**config.mk**
```make
export PLATFORM = sky130hd
export DESIGN_NAME = ocf_fault_resp
export DESIGN_NICKNAME = d
export VERILOG_FILES = /design/src/design/ocf_pkg.sv /design/src/design/ocf_fault_resp.sv /design/src/design/ocf_chan.sv
export SDC_FILE = /design/constraint.sdc
export NUM_CORES = 1
export LEC_CHECK = 0
export ABC_AREA = 1
export BUFFER_PORTS_ARGS = -buffer_cell sky130_fd_sc_hd__buf_2
export CORE_MARGIN = 2
export CORE_UTILIZATION = 41
export CTS_CLUSTER_DIAMETER = 50
export CTS_CLUSTER_SIZE = 28
export DETAILED_ROUTE_END_ITERATION = 6
export SYNTH_ARGS = -nofsm -noshare
export SYNTH_HDL_FRONTEND = slang
export SYNTH_SLANG_ARGS = --single-unit
```
**constraint.sdc**
```tcl
create_clock -name clock_in -period 1.75 [get_ports clock_in]
set_clock_uncertainty 0.15 [all_clocks]
set_input_delay 0.175 -clock clock_in [delete_from_list [all_inputs] [get_ports clock_in]]
set_output_delay 0.175 -clock clock_in [all_outputs]
set_load 0.03 [all_outputs]
```
**src/design/ocf_pkg.sv**
```systemverilog
`default_nettype none
package ocf_pkg;

  // ------------------------------------------------------------
  // Command codes
  // ------------------------------------------------------------
  localparam logic [7:0] CMD_PAGE         = 8'h00;
  localparam logic [7:0] CMD_OPERATION    = 8'h01;
  localparam logic [7:0] CMD_CLEAR_FAULTS = 8'h03;
  localparam logic [7:0] CMD_RESTORE_ALL  = 8'h16;
  localparam logic [7:0] CMD_OC_ACTION    = 8'h47;
  localparam logic [7:0] CMD_STATUS_BYTE  = 8'h78;
  localparam logic [7:0] CMD_STATUS_WORD  = 8'h79;
  localparam logic [7:0] CMD_STATUS_IOUT  = 8'h7B;
  localparam logic [7:0] CMD_STATUS_CML   = 8'h7E;
  localparam logic [7:0] CMD_STATUS_MFR   = 8'h80;
  localparam logic [7:0] CMD_OT_ACTION    = 8'hD6;
  localparam logic [7:0] CMD_ALERT_MASK   = 8'hE0;
  localparam logic [7:0] CMD_SOFT_RESET   = 8'hFD;

  // ------------------------------------------------------------
  // Reset values
  // ------------------------------------------------------------
  localparam logic [7:0] OC_ACTION_RST  = 8'h00;
  localparam logic [7:0] OT_ACTION_RST  = 8'hC0;
  localparam logic       OPERATION_RST  = 1'b1;
  localparam logic [3:0] ALERT_MASK_RST = 4'h0;

  // ------------------------------------------------------------
  // Field positions and codes
  // ------------------------------------------------------------
  localparam int RESP_MSB  = 7;
  localparam int RESP_LSB  = 6;
  localparam int RETRY_MSB = 5;
  localparam int RETRY_LSB = 3;
  localparam int DLY_MSB   = 2;
  localparam int DLY_LSB   = 0;
  localparam int OP_ON     = 7;
  localparam logic [1:0] RESP_CC      = 2'b00;
  localparam logic [1:0] RESP_BAD     = 2'b01;
  localparam logic [1:0] RESP_DELAY   = 2'b10;
  localparam logic [1:0] RESP_SHUT    = 2'b11;
  localparam logic [1:0] OT_RESP_LAT  = 2'b10;
  localparam logic [1:0] OT_RESP_AUTO = 2'b11;
  localparam logic [2:0] RETRY_NONE   = 3'b000;
  localparam logic [2:0] RETRY_FOREVER = 3'b111;
  localparam int SB_NONE    = 0;
  localparam int SB_CML     = 1;
  localparam int SB_IOUT_OC = 4;
  localparam int SW_MFR     = 12;
  localparam int SW_IOUT    = 14;
  localparam int SIOUT_OC   = 7;
  localparam int SMFR_OT    = 6;
  localparam int SCML_DATA  = 6;
  localparam int MASK_OT    = 2;
  localparam int MASK_CML   = 3;

  // ------------------------------------------------------------
  // Timing
  // ------------------------------------------------------------
  localparam int CLK_HZ        = 50_000_000;
  localparam int TICK_TIME_US  = 1000;
  localparam int TICK_CYCLES   = CLK_HZ / 1_000_000 * TICK_TIME_US;
  localparam int OC_UNIT_MS    = 16;
  localparam int RETRY_TIME_MS = 100;

  typedef enum logic [2:0] {ST_OFF, ST_RUN, ST_LIMIT, ST_RETRY, ST_LATCH} ocf_state_t;

  // State entered once a fault has forced the output off
  function automatic ocf_state_t ocf_after_fault(input logic [2:0] retry);
    ocf_after_fault = (retry == RETRY_FOREVER) ? ST_RETRY : ST_LATCH;
  endfunction : ocf_after_fault

endpackage : ocf_pkg
`default_nettype wire

```
**src/design/ocf_fault_resp.sv**
```systemverilog
`timescale 1ns/1ps
`default_nettype none
// Behaviour
// RULE1: Overcurrent sets none-of-above and IOUT OC, IOUT word bit, IOUT overcurrent bit.
// RULE2: Every overcurrent setting sets its fault bit and drives alert unless masked.
// RULE3: Mode 00 limits current and keeps running; mode 01 is refused.
// RULE4: Mode 10 limits for the delay, then follows the retry field if still limiting.
// RULE5: Mode 11 shuts the output at once, then follows the retry field.
// RULE6: Retry 000 keeps output off until run is cycled or power removed.
// RULE7: Retry 111 restarts endlessly after the retry interval until commanded off.
// RULE8: Delay field counts 16 ms units, used only by the delayed mode.
// RULE9: Overcurrent bit clears on clear, off-on, restore, soft reset or power cycle.
// RULE10: Overtemperature action is an unpaged byte at 0xD6, default 0xC0.
// RULE11: Overtemperature sets none-of-above, MFR word bit, MFR overtemp bit, alert.
// RULE12: Overtemperature modes 00 and 01 raise a CML fault on write.
// RULE13: Overtemperature mode 10 disables the output at once and stays off.
// RULE14: Overtemperature mode 11 holds output off only while the condition lasts.
// RULE15: Overtemperature retry other than 000 raises a CML fault on write.
// RULE16: Overtemperature delay bits are ignored.
// RULE17: Overtemperature bit clears on clear, off-on, or power cycle only.
// RULE18: Overcurrent action is a paged read/write byte at 0x47, default 0x00.
// RULE19: Each channel keeps its own overcurrent settings and timing.
module ocf_fault_resp
  import ocf_pkg::*;
#(
  parameter int TICK_PERIOD = TICK_CYCLES,
  parameter int RETRY_TICKS = RETRY_TIME_MS
) (
  input  wire logic        clock_in,
  input  wire logic        rst_in,
  input  wire logic        cmd_valid_in,
  input  wire logic        cmd_write_in,
  input  wire logic [7:0]  cmd_code_in,
  input  wire logic [7:0]  cmd_data_in,
  input  wire logic [1:0]  run_in,
  input  wire logic [1:0]  oc_detect_in,
  input  wire logic        ot_detect_in,
  output logic             rd_valid_out,
  output logic [15:0]      rd_data_out,
  output logic [1:0]       output_enable_out,
  output logic [1:0]       current_limit_out,
  output logic             alert_n_out
);

  // ------------------------------------------------------------
  // Pin synchronisers
  // ------------------------------------------------------------
  logic [4:0] pin_s1_r;
  logic [4:0] pin_s2_r;
  logic [1:0] run_s;
  logic [1:0] oc_s;
  logic       ot_s;

  always_ff @(posedge clock_in) begin
    if (rst_in) begin
      pin_s1_r <= 5'h00;
      pin_s2_r <= 5'h00;
    end else begin
      pin_s1_r <= {ot_detect_in, oc_detect_in, run_in};
      pin_s2_r <= pin_s1_r;
    end
  end

  assign run_s = pin_s2_r[1:0];
  assign oc_s  = pin_s2_r[3:2];
  assign ot_s  = pin_s2_r[4];

  // ------------------------------------------------------------
  // Millisecond tick divider
  // ------------------------------------------------------------
  logic [31:0] div_r;
  logic [31:0] div_nxt;
  logic        tick_r;
  logic        tick_nxt;

  always_comb begin
    tick_nxt = 1'b0;
    div_nxt  = div_r + 32'h0000_0001;
    if (div_r >= 32'(TICK_PERIOD - 1)) begin
      div_nxt  = 32'h0000_0000;
      tick_nxt = 1'b1;
    end
  end

  always_ff @(posedge clock_in) begin
    if (rst_in) begin
      div_r  <= 32'h0000_0000;
      tick_r <= 1'b0;
    end else begin
      div_r  <= div_nxt;
      tick_r <= tick_nxt;
    end
  end

  // ------------------------------------------------------------
  // Configuration and fault state
  // ------------------------------------------------------------
  logic       page_r;
  logic       page_nxt;
  logic [1:0] op_on_r;
  logic [1:0] op_on_nxt;
  logic [7:0] oc_action_r [2];
  logic [7:0] oc_action_nxt [2];
  logic [7:0] ot_action_r;
  logic [7:0] ot_action_nxt;
  logic [3:0] mask_r;
  logic [3:0] mask_nxt;
  logic [1:0] oc_flt_r;
  logic [1:0] oc_flt_nxt;
  logic       ot_flt_r;
  logic       ot_flt_nxt;
  logic       cml_r;
  logic       cml_nxt;
  logic       ot_latch_r;
  logic       ot_latch_nxt;
  logic [1:0] en_prev_r;
  logic [1:0] en_raw;
  logic [1:0] on_rise;
  logic [1:0] chan_en;
  logic [1:0] chan_on;
  logic [1:0] chan_lim;
  logic [1:0] chan_evt;
  logic       wr;
  logic       clr_faults;
  logic       clr_all;
  logic       ot_block;
  logic       cml_bad;
  logic [1:0] ot_mode;

  assign wr         = cmd_valid_in && cmd_write_in;
  assign clr_faults = wr && (cmd_code_in == CMD_CLEAR_FAULTS);
  assign clr_all    = clr_faults || (wr && ((cmd_code_in == CMD_RESTORE_ALL) ||
                                            (cmd_code_in == CMD_SOFT_RESET)));
  assign en_raw     = run_s & op_on_r;
  assign on_rise    = en_raw & ~en_prev_r;
  assign ot_mode    = ot_action_r[RESP_MSB:RESP_LSB]; // RULE16
  assign ot_block   = ot_latch_r || ((ot_mode == OT_RESP_AUTO) && ot_s); // RULE14
  assign chan_en    = ot_block ? 2'b00 : en_raw; // RULE13

  always_comb begin
    page_nxt         = page_r;
    op_on_nxt        = op_on_r;
    oc_action_nxt[0] = oc_action_r[0];
    oc_action_nxt[1] = oc_action_r[1];
    ot_action_nxt    = ot_action_r;
    mask_nxt         = mask_r;
    cml_bad          = 1'b0;
    if (wr) begin
      case (cmd_code_in)
        CMD_PAGE: begin
          page_nxt = cmd_data_in[0];
        end
        CMD_OPERATION: begin
          op_on_nxt[page_r] = cmd_data_in[OP_ON];
        end
        CMD_OC_ACTION: begin
          if (cmd_data_in[RESP_MSB:RESP_LSB] == RESP_BAD) begin
            cml_bad = 1'b1; // RULE3
          end else begin
            oc_action_nxt[page_r] = cmd_data_in; // RULE18 RULE19
          end
        end
        CMD_OT_ACTION: begin
          if ((cmd_data_in[RESP_MSB] == 1'b0) ||
              (cmd_data_in[RETRY_MSB:RETRY_LSB] != RETRY_NONE)) begin
            cml_bad = 1'b1; // RULE12 RULE15
          end else begin
            ot_action_nxt = cmd_data_in; // RULE10
          end
        end
        CMD_ALERT_MASK: begin
          mask_nxt = cmd_data_in[3:0];
        end
        default: begin
          page_nxt = page_r;
        end
      endcase
    end
  end

  // Set wins over every clear source
  always_comb begin
    for (int i = 0; i < 2; i++) begin
      oc_flt_nxt[i] = chan_evt[i] || (oc_flt_r[i] && !(clr_all || on_rise[i])); // RULE1 RULE2 RULE9
    end
    ot_flt_nxt   = ot_s || (ot_flt_r && !(clr_faults || (|on_rise))); // RULE11 RULE17
    ot_latch_nxt = (ot_s && (ot_mode == OT_RESP_LAT)) ||
                   (ot_latch_r && !(clr_faults || (|on_rise))); // RULE13 RULE17
    cml_nxt      = cml_bad || (cml_r && !clr_all);
  end

  always_ff @(posedge clock_in) begin
    if (rst_in) begin
      page_r         <= 1'b0;
      op_on_r        <= {2{OPERATION_RST}};
      oc_action_r[0] <= OC_ACTION_RST;
      oc_action_r[1] <= OC_ACTION_RST;
      ot_action_r    <= OT_ACTION_RST;
      mask_r         <= ALERT_MASK_RST;
      oc_flt_r       <= 2'b00;
      ot_flt_r       <= 1'b0;
      cml_r          <= 1'b0;
      ot_latch_r     <= 1'b0;
      en_prev_r      <= 2'b00;
    end else begin
      page_r         <= page_nxt;
      op_on_r        <= op_on_nxt;
      oc_action_r[0] <= oc_action_nxt[0];
      oc_action_r[1] <= oc_action_nxt[1];
      ot_action_r    <= ot_action_nxt;
      mask_r         <= mask_nxt;
      oc_flt_r       <= oc_flt_nxt;
      ot_flt_r       <= ot_flt_nxt;
      cml_r          <= cml_nxt;
      ot_latch_r     <= ot_latch_nxt;
      en_prev_r      <= en_raw;
    end
  end

  // ------------------------------------------------------------
  // Channel sequencers
  // ------------------------------------------------------------
  for (genvar g = 0; g < 2; g++) begin : g_chan
    ocf_chan #(
      .RETRY_TICKS (RETRY_TICKS)
    ) u_chan (
      .clock_in      (clock_in),
      .rst_in        (rst_in),
      .tick_in       (tick_r),
      .enable_in     (chan_en[g]),
      .oc_det_in     (oc_s[g]),
      .action_in     (oc_action_r[g]),
      .output_on_out (chan_on[g]),
      .limiting_out  (chan_lim[g]),
      .oc_event_out  (chan_evt[g])
    );
  end

  // ------------------------------------------------------------
  // Read answers and outputs
  // ------------------------------------------------------------
  logic        rd_valid_nxt;
  logic [15:0] rd_data_nxt;
  logic [1:0]  out_en_nxt;
  logic        alert_n_nxt;
  logic [7:0]  stat_byte;

  always_comb begin
    stat_byte             = 8'h00;
    stat_byte[SB_NONE]    = oc_flt_r[page_r] || ot_flt_r; // RULE1 RULE11
    stat_byte[SB_CML]     = cml_r;
    stat_byte[SB_IOUT_OC] = oc_flt_r[page_r]; // RULE1
    rd_valid_nxt          = cmd_valid_in && !cmd_write_in;
    rd_data_nxt           = 16'h0000;
    case (cmd_code_in)
      CMD_PAGE:        rd_data_nxt[0] = page_r;
      CMD_OPERATION:   rd_data_nxt[OP_ON] = op_on_r[page_r];
      CMD_OC_ACTION:   rd_data_nxt[7:0] = oc_action_r[page_r];
      CMD_OT_ACTION:   rd_data_nxt[7:0] = ot_action_r;
      CMD_ALERT_MASK:  rd_data_nxt[3:0] = mask_r;
      CMD_STATUS_BYTE: rd_data_nxt[7:0] = stat_byte;
      CMD_STATUS_WORD: begin
        rd_data_nxt[7:0]     = stat_byte;
        rd_data_nxt[SW_IOUT] = oc_flt_r[page_r]; // RULE1
        rd_data_nxt[SW_MFR]  = ot_flt_r; // RULE11
      end
      CMD_STATUS_IOUT: rd_data_nxt[SIOUT_OC] = oc_flt_r[page_r]; // RULE1
      CMD_STATUS_MFR:  rd_data_nxt[SMFR_OT] = ot_flt_r; // RULE11
      CMD_STATUS_CML:  rd_data_nxt[SCML_DATA] = cml_r;
      default:         rd_data_nxt = 16'h0000;
    endcase
    out_en_nxt  = ot_block ? 2'b00 : chan_on; // RULE13 RULE14
    alert_n_nxt = !((oc_flt_r[0] && !mask_r[0]) || (oc_flt_r[1] && !mask_r[1]) ||
                    (ot_flt_r && !mask_r[MASK_OT]) || (cml_r && !mask_r[MASK_CML])); // RULE2 RULE11
  end

  always_ff @(posedge clock_in) begin
    if (rst_in) begin
      rd_valid_out      <= 1'b0;
      rd_data_out       <= 16'h0000;
      output_enable_out <= 2'b00;
      current_limit_out <= 2'b00;
      alert_n_out       <= 1'b1;
    end else begin
      rd_valid_out      <= rd_valid_nxt;
      rd_data_out       <= rd_data_nxt;
      output_enable_out <= out_en_nxt;
      current_limit_out <= chan_lim & ~{2{ot_block}}; // RULE13 RULE14
      alert_n_out       <= alert_n_nxt;
    end
  end

endmodule : ocf_fault_resp
`default_nettype wire

```
**src/design/ocf_chan.sv**
```systemverilog
`timescale 1ns/1ps
`default_nettype none
module ocf_chan
  import ocf_pkg::*;
#(
  parameter int RETRY_TICKS = RETRY_TIME_MS
) (
  input  wire logic       clock_in,
  input  wire logic       rst_in,
  input  wire logic       tick_in,
  input  wire logic       enable_in,
  input  wire logic       oc_det_in,
  input  wire logic [7:0] action_in,
  output logic            output_on_out,
  output logic            limiting_out,
  output logic            oc_event_out
);

  ocf_state_t  state_r;
  ocf_state_t  state_nxt;
  logic [15:0] cnt_r;
  logic [15:0] cnt_nxt;
  logic [1:0]  resp;
  logic [2:0]  retry;
  logic [2:0]  dly;

  assign resp  = action_in[RESP_MSB:RESP_LSB];
  assign retry = action_in[RETRY_MSB:RETRY_LSB];
  assign dly   = action_in[DLY_MSB:DLY_LSB];

  // ------------------------------------------------------------
  // Response sequencer
  // ------------------------------------------------------------
  always_comb begin
    state_nxt     = state_r;
    cnt_nxt       = cnt_r;
    oc_event_out  = 1'b0;
    limiting_out  = 1'b0;
    output_on_out = (state_r == ST_RUN) || (state_r == ST_LIMIT);
    case (state_r)
      ST_OFF: begin
        if (enable_in) begin
          state_nxt = ST_RUN;
        end
      end
      ST_RUN: begin
        if (!enable_in) begin
          state_nxt = ST_OFF;
        end else if (oc_det_in) begin
          oc_event_out = 1'b1; // RULE1
          case (resp)
            RESP_DELAY: begin
              limiting_out = 1'b1;
              state_nxt    = ST_LIMIT; // RULE4
              cnt_nxt      = 16'(16'(dly) * 16'(OC_UNIT_MS)); // RULE8
            end
            RESP_SHUT: begin
              output_on_out = 1'b0;
              state_nxt     = ocf_after_fault(retry); // RULE5
              cnt_nxt       = 16'(RETRY_TICKS);
            end
            default: begin
              limiting_out = 1'b1; // RULE3
            end
          endcase
        end
      end
      ST_LIMIT: begin
        limiting_out = 1'b1;
        if (!enable_in) begin
          state_nxt = ST_OFF;
        end else if (!oc_det_in) begin
          state_nxt = ST_RUN;
        end else if (cnt_r == 16'h0000) begin
          state_nxt = ocf_after_fault(retry); // RULE4
          cnt_nxt   = 16'(RETRY_TICKS);
        end else if (tick_in) begin
          cnt_nxt = cnt_r - 16'h0001;
        end
      end
      ST_RETRY: begin
        if (!enable_in) begin
          state_nxt = ST_OFF; // RULE7
        end else if (cnt_r == 16'h0000) begin
          state_nxt = ST_RUN; // RULE7
        end else if (tick_in) begin
          cnt_nxt = cnt_r - 16'h0001;
        end
      end
      ST_LATCH: begin
        if (!enable_in) begin
          state_nxt = ST_OFF; // RULE6
        end
      end
      default: begin
        state_nxt = ST_OFF;
      end
    endcase
  end

  always_ff @(posedge clock_in) begin
    if (rst_in) begin
      state_r <= ST_OFF;
      cnt_r   <= 16'h0000;
    end else begin
      state_r <= state_nxt;
      cnt_r   <= cnt_nxt;
    end
  end

endmodule : ocf_chan
`default_nettype wire

```
==> impl_metrics.py, run 1 <==
metrics = {
    "placement": {
        "gp_congestion": 0.9033,
        "port_buffers": 40,
        "hpwlAfterDp_mm": 11.97,
    },
    "synth": {
        "synthCells": 941,
        "ys_types": 51,
        "synth_common_cells": "nand2_1, nor2_1, dfxtp_1, inv_1, nand3_1",
        "synth_xor_area_share_pct": 2.523,
        "ys.flop_type": "dfxtp_1",
        "yosysTopAreaCell": "dfxtp_1",
        "synthSimpleGateAreaFrac_pct": 34.16,
        "synth_edf_count": 0,
        "yosys_register_bits": 136,
        "yosysSeqAreaShare_pct": 41.27,
        "syn_avg_cell_area_um2": 7.010,
        "yosys_warnings": 0,
        "synthMuxAreaShare_pct": 0.3035,
        "netlist_area_um2": 6596,
        "synth-compound-area-share_pct": 11.63,
        "synth_top_area_share_pct": 41.27,
        "synthTopCellsByArea": "dfxtp_1, nand2_1, nor2_1, inv_1, nand3_1",
        "yosysMostFrequentCell": "nand2_1",
        "async_flop_share_pct": 0,
        "synth_adder_area_share_pct": 0.5690,
        "synth_top_family_by_area": "simple AND/OR/NAND/NOR gates",
    },
    "worst_setup_path": {
        "end_kind": "register",
        "crit_required_ns": 1.91,
        "crit_fanout": 5,
        "critPathMaxStageDelay_ns": 0.36,
        "crit_chain": "nand3_4 > nand3_4 > nor2_4 > buf_6 > nand3_4 > nor2_4 > buf_4 > and3_1 > nor2_1",
        "cp_slowest_cell": "dfxtp_4",
        "crit_buf_inv": 2,
        "cp-start-kind": "register",
        "path_common_cell": "nand3_4",
        "critPathKind": "register to register",
        "cp_top_family": "simple AND/OR/NAND/NOR gates",
        "cp.arrival_ns": 1.86,
    },
    "global_route": {
        "grt_max_degree": 42,
        "grt_util_met2_pct": 31.77,
        "grt_use_total_pct": 20.06,
        "gr-usage-met1_pct": 27.40,
        "grt.busiest_layer": "met2",
        "grt_pass1_wl_mm": 27.21,
        "overflow": 0,
        "use_met3_pct": 4.805,
        "antenna_found_initial": 0,
        "grt_pass1_vias": 5696,
    },
    "timing": {
        "fin_crit_sh_pct": 97.37,
        "timing.final.crit_period_ns": 1.704,
        "rsz0062_at_grt": "yes",
        "max_freq_mhz": 586.9,
        "tns_ns": 0,
        "finalHoldViolations": 0,
        "slew_viol_final": 0,
        "finalSetupViolCount": 0,
    },
    "clock_network": {
        "cts_root_buf": "clkbuf_16",
        "cts_tree": "done",
        "clk_pin_slew_worst_paths_ns": 0.06,
        "clk_latency_ns": 0.42,
        "h-tree-depth": 4,
        "cts_buffer_depth": 2,
        "cts_num_sinks": 136,
        "cts_buffers": 17,
    },
    "route": {
        "firstDrtPassIters": 5,
        "wl_per_cell_um": 13.13,
        "drc_errors": 0,
        "viasPerCell": 4.868,
        "totalWireLength_mm": 17.37,
        "ant_nets": 0,
        "first_iter_violations": 407,
        "vias": 6440,
    },
    "floorplan": {
        "core_um2": 15830,
        "row_count": 46,
        "die_h_um": 130.8,
        "ios": 47,
        "start_util_pct": 41.68,
        "fp.dieArea_um2": 17120,
        "fp.dieW_um": 130.8,
    },
    "final_layout": {
        "nets": 1123,
        "areaGrowthSynthToFinish_pct": 32.64,
        "fill_cells": 1526,
        "antennaDiodeCount": 0,
        "drive_gt1_share_pct": 24.57,
    },
    "power_and_ir_drop": {
        "ir_drop_uv": 752.5,
        "finalPower_w": 0.008239,
        "power_density_nw_per_um2": 941.6,
        "p_leak_nw": 3.831,
    },
    "run": {
        "drv_cap": 0,
    },
    "run_status": {
        "status": "complete, no violations",
    },
    "worst_hold_path": {
        "hold_class": "primary input to register",
    },
}
state kept, by name (all words and copies together), names as in the netlist, 2 cells and up, named ones only:
signal,flops
div_r,32
g_chan.u_chan.cnt_r,32
oc_flt_r,2
pin_s1_r,5
output_enable_out,2
mask_r,4
ot_action_r,8
pin_s2_r,5
op_on_r,2
current_limit_out,2
en_prev_r,2
oc_action_r,16
g_chan.u_chan.state_r,6
rd_data_out,10
power breakdown:
part	switching (W)	internal (W)	leakage (nW)	total (W)
sequential	0.0000779	0.00321	1.11	0.00329
clock	0.00147	0.00202	0.279	0.00349
combinational	0.000909	0.000546	2.44	0.00145
metrics by stage:
stage                     instance area, µm²  utilization [%]  hold WS [ns]  setup slack, ns  instances
after floorplan                         6675                -       0.09697          0.07564        962
after global placement                  7510            47.45        0.1987          0.01169       1255
after detailed placement                7510            47.45        0.1989          0.02671       1255
after CTS                               8244            52.09       0.01848         0.004534       1302
after global routing                    8750            55.28       0.05052         -0.02733       1323
final                                   8750            55.28       0.02807          0.04602       1323
cell usage in the layout, fill, tap and decap left out, drive strengths merged:
cell type and count:
nand3 75, nand4 24, nor3b 1, inv 133, a211oi 1, or2 3
o211ai 3, o22ai 6, mux2i 2, a21boi 1, o31ai 1, bufinv 1
dfxtp 136, a221oi 1, o21ai 54, o21bai 3, and3 1, nor4 7
nor2 162, buf 118, clkinvlp 2, xnor2 7, a31oi 4, clkbuf 21
a21oi 59, nand3b 3, ha 3, conb 22, o21a 1, a31o 1
a22oi 2, nor3 19, a311oi 1, nand2 197, clkinv 4, dlygate4sd3 16
xor2 12
cell type report:
class / count / area (µm²) / share of cell area [%]
Timing Repair Buffer: 137 / 1095 / 12.51
Tap cell: 216 / 270.3 / 3.089
Inverter: 127 / 480.5 / 5.491
Clock inverter: 13 / 130.1 / 1.487
Sequential cell: 136 / 2744 / 31.36
Clock buffer: 18 / 439.2 / 5.019
Multi-Input combinational cell: 676 / 3591 / 41.04
cells by family after synthesis:
| logic type | count (synthesis) |
|---|---|
| adder cells (fa/ha/maj) | 3 |
| other | 1 |
| AO/OA/AOI/OAI | 138 |
| multiplexers | 2 |
| XOR/XNOR | 19 |
| AND/OR/NAND/NOR | 492 |
| flip-flops | 136 |
| buffers and inverters | 150 |
per-layer routing:
metal | routed length (µm) | part of all wire, %
met1 | 8277 | 48
met2 | 8188 | 47
met3 | 766 | 4.4
met4 | 135 | 0.78
met5 | 0 | 0
worst register-to-register path: cells and delay by family, from the launching register on:
kind / cells / cell delay (ns)
simple gates: 7 / 0.81
buf+inv: 2 / 0.28
flops: 1 / 0.36
worst paths after layout:
check	slack (ns)	depth (start not counted)	to	from
max	0.05	9	g_chan[0].u_chan.cnt_r[1]	ot_action_r[7]
min	0.03	4	rd_data_out[14]	cmd_code_in[2]
max reg2reg	0.05	9	g_chan[0].u_chan.cnt_r[1]	ot_action_r[7]
min reg2reg	0.24	2	pin_s2_r[4]	pin_s1_r[4]
timing repair:
| action | in CTS | in global routing |
|---|---|---|
| setup buffers | 0 | 18 |
| hold endpoints to repair | 30 | 0 |
| hold buffers | 16 | 0 |
| pin swaps | 0 | 28 |
| gates resized for setup | 1 | 96 |
| cloned | 0 | 3 |
| setup endpoints to repair | 1 | 66 |
(Power assumes the default switching activity.)
==> inputs of run 2 (changes only) <==
--- a/config.mk
+++ b/config.mk
@@ -12,6 +12,7 @@
 export CTS_CLUSTER_DIAMETER = 50
 export CTS_CLUSTER_SIZE = 28
 export DETAILED_ROUTE_END_ITERATION = 6
+export MAX_ROUTING_LAYER = met4
 export SYNTH_ARGS = -nofsm -noshare
 export SYNTH_HDL_FRONTEND = slang
 export SYNTH_SLANG_ARGS = --single-unit
==> run 2 against run 1 <==
Effect of this change:
- register-to-register slack better by 0.02 ns
- first-iteration DRC count is 1.2% higher
- cell area down 2.3%
- cell count decreased by 1.1%
- combinational power is essentially flat
- sequential share of layout area rose by 0.66 points
- non-clock buffer count shrank 14
- highest routed layer unchanged
- fmax up 0.86%
- global-route usage up 0.78 points
- critical path type is now primary input to register
- die area unchanged
- largest power group unchanged
- critical endpoint is now rd_valid_out
==> impl_metrics.py, run 2 (same netlist as run 1, synthesis figures left out) <==
metrics = {
    "run_status": {
        "status": "complete, no violations",
    },
    "route": {
        "firstDrtPassIters": 5,
        "viasPerCell": 4.805,
        "vias": 6290,
        "wl_per_cell_um": 12.63,
        "totalWireLength_mm": 16.53,
        "ant_nets": 0,
        "drc_errors": 0,
        "first_iter_violations": 412,
    },
    "timing": {
        "setup_slack_ns": 0.06059,
        "slew_viol_final": 0,
        "fin_crit_sh_pct": 96.54,
        "finalHoldViolations": 0,
        "finalSetupViolCount": 0,
        "rsz0062_at_grt": "yes",
        "timing.final.crit_period_ns": 1.689,
        "holdWs_ns": 0.02999,
        "tns_ns": 0,
        "max_freq_mhz": 591.9,
    },
    "final_layout": {
        "seq_area_um2": 2736,
        "multiInputGateArea_um2": 3532,
        "drive_gt1_share_pct": 22.05,
        "antennaDiodeCount": 0,
        "final_cell_mix": "nand2_1, nor2_1, dfxtp_1",
        "areaGrowthSynthToFinish_pct": 29.57,
        "fin_cells": 1309,
        "fill_cells": 1550,
        "top_regs": "div_r: 32 flops, g_chan.u_chan.cnt_r: 32 flops, oc_action_r: 16 flops",
        "final_common_cell": "nand2_1",
        "nets": 1109,
    },
    "clock_network": {
        "cts_tree": "done",
        "clk_pin_slew_worst_paths_ns": 0.06,
        "cts_buffer_depth": 2,
        "cts_root_buf": "clkbuf_16",
        "clk_latency_ns": 0.42,
        "cts_buffers": 17,
        "h-tree-depth": 4,
        "cts_num_sinks": 136,
    },
    "placement": {
        "placed_cells": 1252,
        "port_buffers": 40,
        "hpwlAfterDp_mm": 12.07,
        "gp_congestion": 0.9085,
        "post-place-ws_ns": -0.005328,
    },
    "power_and_ir_drop": {
        "clkPwrFrac_pct": 43.8,
        "finalPower_w": 0.008442,
        "pwr-share-seq_pct": 39.1,
        "netSwitchingPower_w": 0.002514,
        "p_comb_share_pct": 17.1,
        "power_density_nw_per_um2": 987.7,
        "ir_drop_uv": 743.6,
        "p_int_w": 0.005928,
        "power.share.switching_pct": 29.78,
        "p_leak_nw": 3.734,
    },
    "floorplan": {
        "ios": 47,
        "core_um2": 15830,
        "die_h_um": 130.8,
        "row_count": 46,
        "start_util_pct": 41.68,
        "fp.dieW_um": 130.8,
        "fp.dieArea_um2": 17120,
    },
    "worst_setup_path": {
        "crit_fanout": 41,
        "critPathKind": "primary input to register",
        "cp.arrival_ns": 1.85,
        "crit_required_ns": 1.91,
        "cp-start-kind": "primary input",
        "end_kind": "register",
    },
    "global_route": {
        "grt_max_degree": 42,
        "overflow": 0,
        "grt_pass1_vias": 5803,
        "grt_pass1_wl_mm": 27.43,
        "grt_use_total_pct": 20.84,
        "antenna_found_initial": 0,
    },
    "worst_hold_path": {
        "hold_class": "primary input to register",
    },
    "run": {
        "drv_cap": 0,
    },
}
[run 2: cell count changes in the layout (fill, tap and decap cells not counted), moves of 3 or more]
cell	delta
inv_6	-3
buf_4	-9
nor2_2	-3
o21ai_2	-4
clkbuf_16	-3
nand3_2	-5
nand3_1	+5
inv_8	+6
[run 2: through the flow]
stage	util, %	cell area, µm²
after detailed placement	47.30	7487
after global placement	47.30	7487
final	54.00	8547
after floorplan	-	6675
after CTS	52.13	8252
after global routing	54.00	8547
[run 2: worst paths after layout]
| kind | end | startpoint | slack, ns | cells past startpoint |
|---|---|---|---|---|
| max | rd_valid_out | rst_in | 0.06 | 7 |
| min | rd_data_out[7] | cmd_code_in[2] | 0.03 | 4 |
| max reg2reg | g_chan[1].u_chan.cnt_r[4] | g_chan[1].u_chan.cnt_r[0] | 0.07 | 10 |
| min reg2reg | pin_s2_r[1] | pin_s1_r[1] | 0.25 | 2 |
[run 2: area by class of cell]
type                            count  area share (%)
Sequential cell                   136           32.02
Clock buffer                       17           4.977
Tap cell                          216           3.162
Clock inverter                     14           2.064
Multi-Input combinational cell    676           41.33
Timing Repair Buffer              123           10.88
Inverter                          127           5.578
[run 2: routing by layer]
layer	GRT usage, %	vias up	part of all wire [%]
li1	-	3299	-
met1	27.74	2848	49
met2	32.41	122	46
met3	4.560	21	4.0
met4	5.131	0	1.4
met5	-	-	0
[run 2: power by group through the flow]
stage	combinational, W	clock [W]	sequential (W)
floorplan	0.000865	0	0.00339
global placement	0.00128	0	0.00335
detailed placement	0.00127	0	0.00335
CTS	0.00131	0.00378	0.00328
global route	0.00162	0.00390	0.00331
finish	0.00144	0.00370	0.00330
[run 2: what timing repair did]
action / in CTS / in global routing
pin swaps: 0 / 17
buffers inserted: 0 / 10
hold buffers: 16 / 0
hold endpoints to repair: 30 / 0
gates resized for setup: 1 / 72
setup endpoints to repair: 7 / 56
[run 2: critical path, stage by stage]
cell	delay, ns
dlygate4sd3_1	0.52
buf_2	0.11
clkinv_1	0.16
buf_12	0.23
nand2_1	0.07
nor2_1	0.03
dlygate4sd3_1	0.54
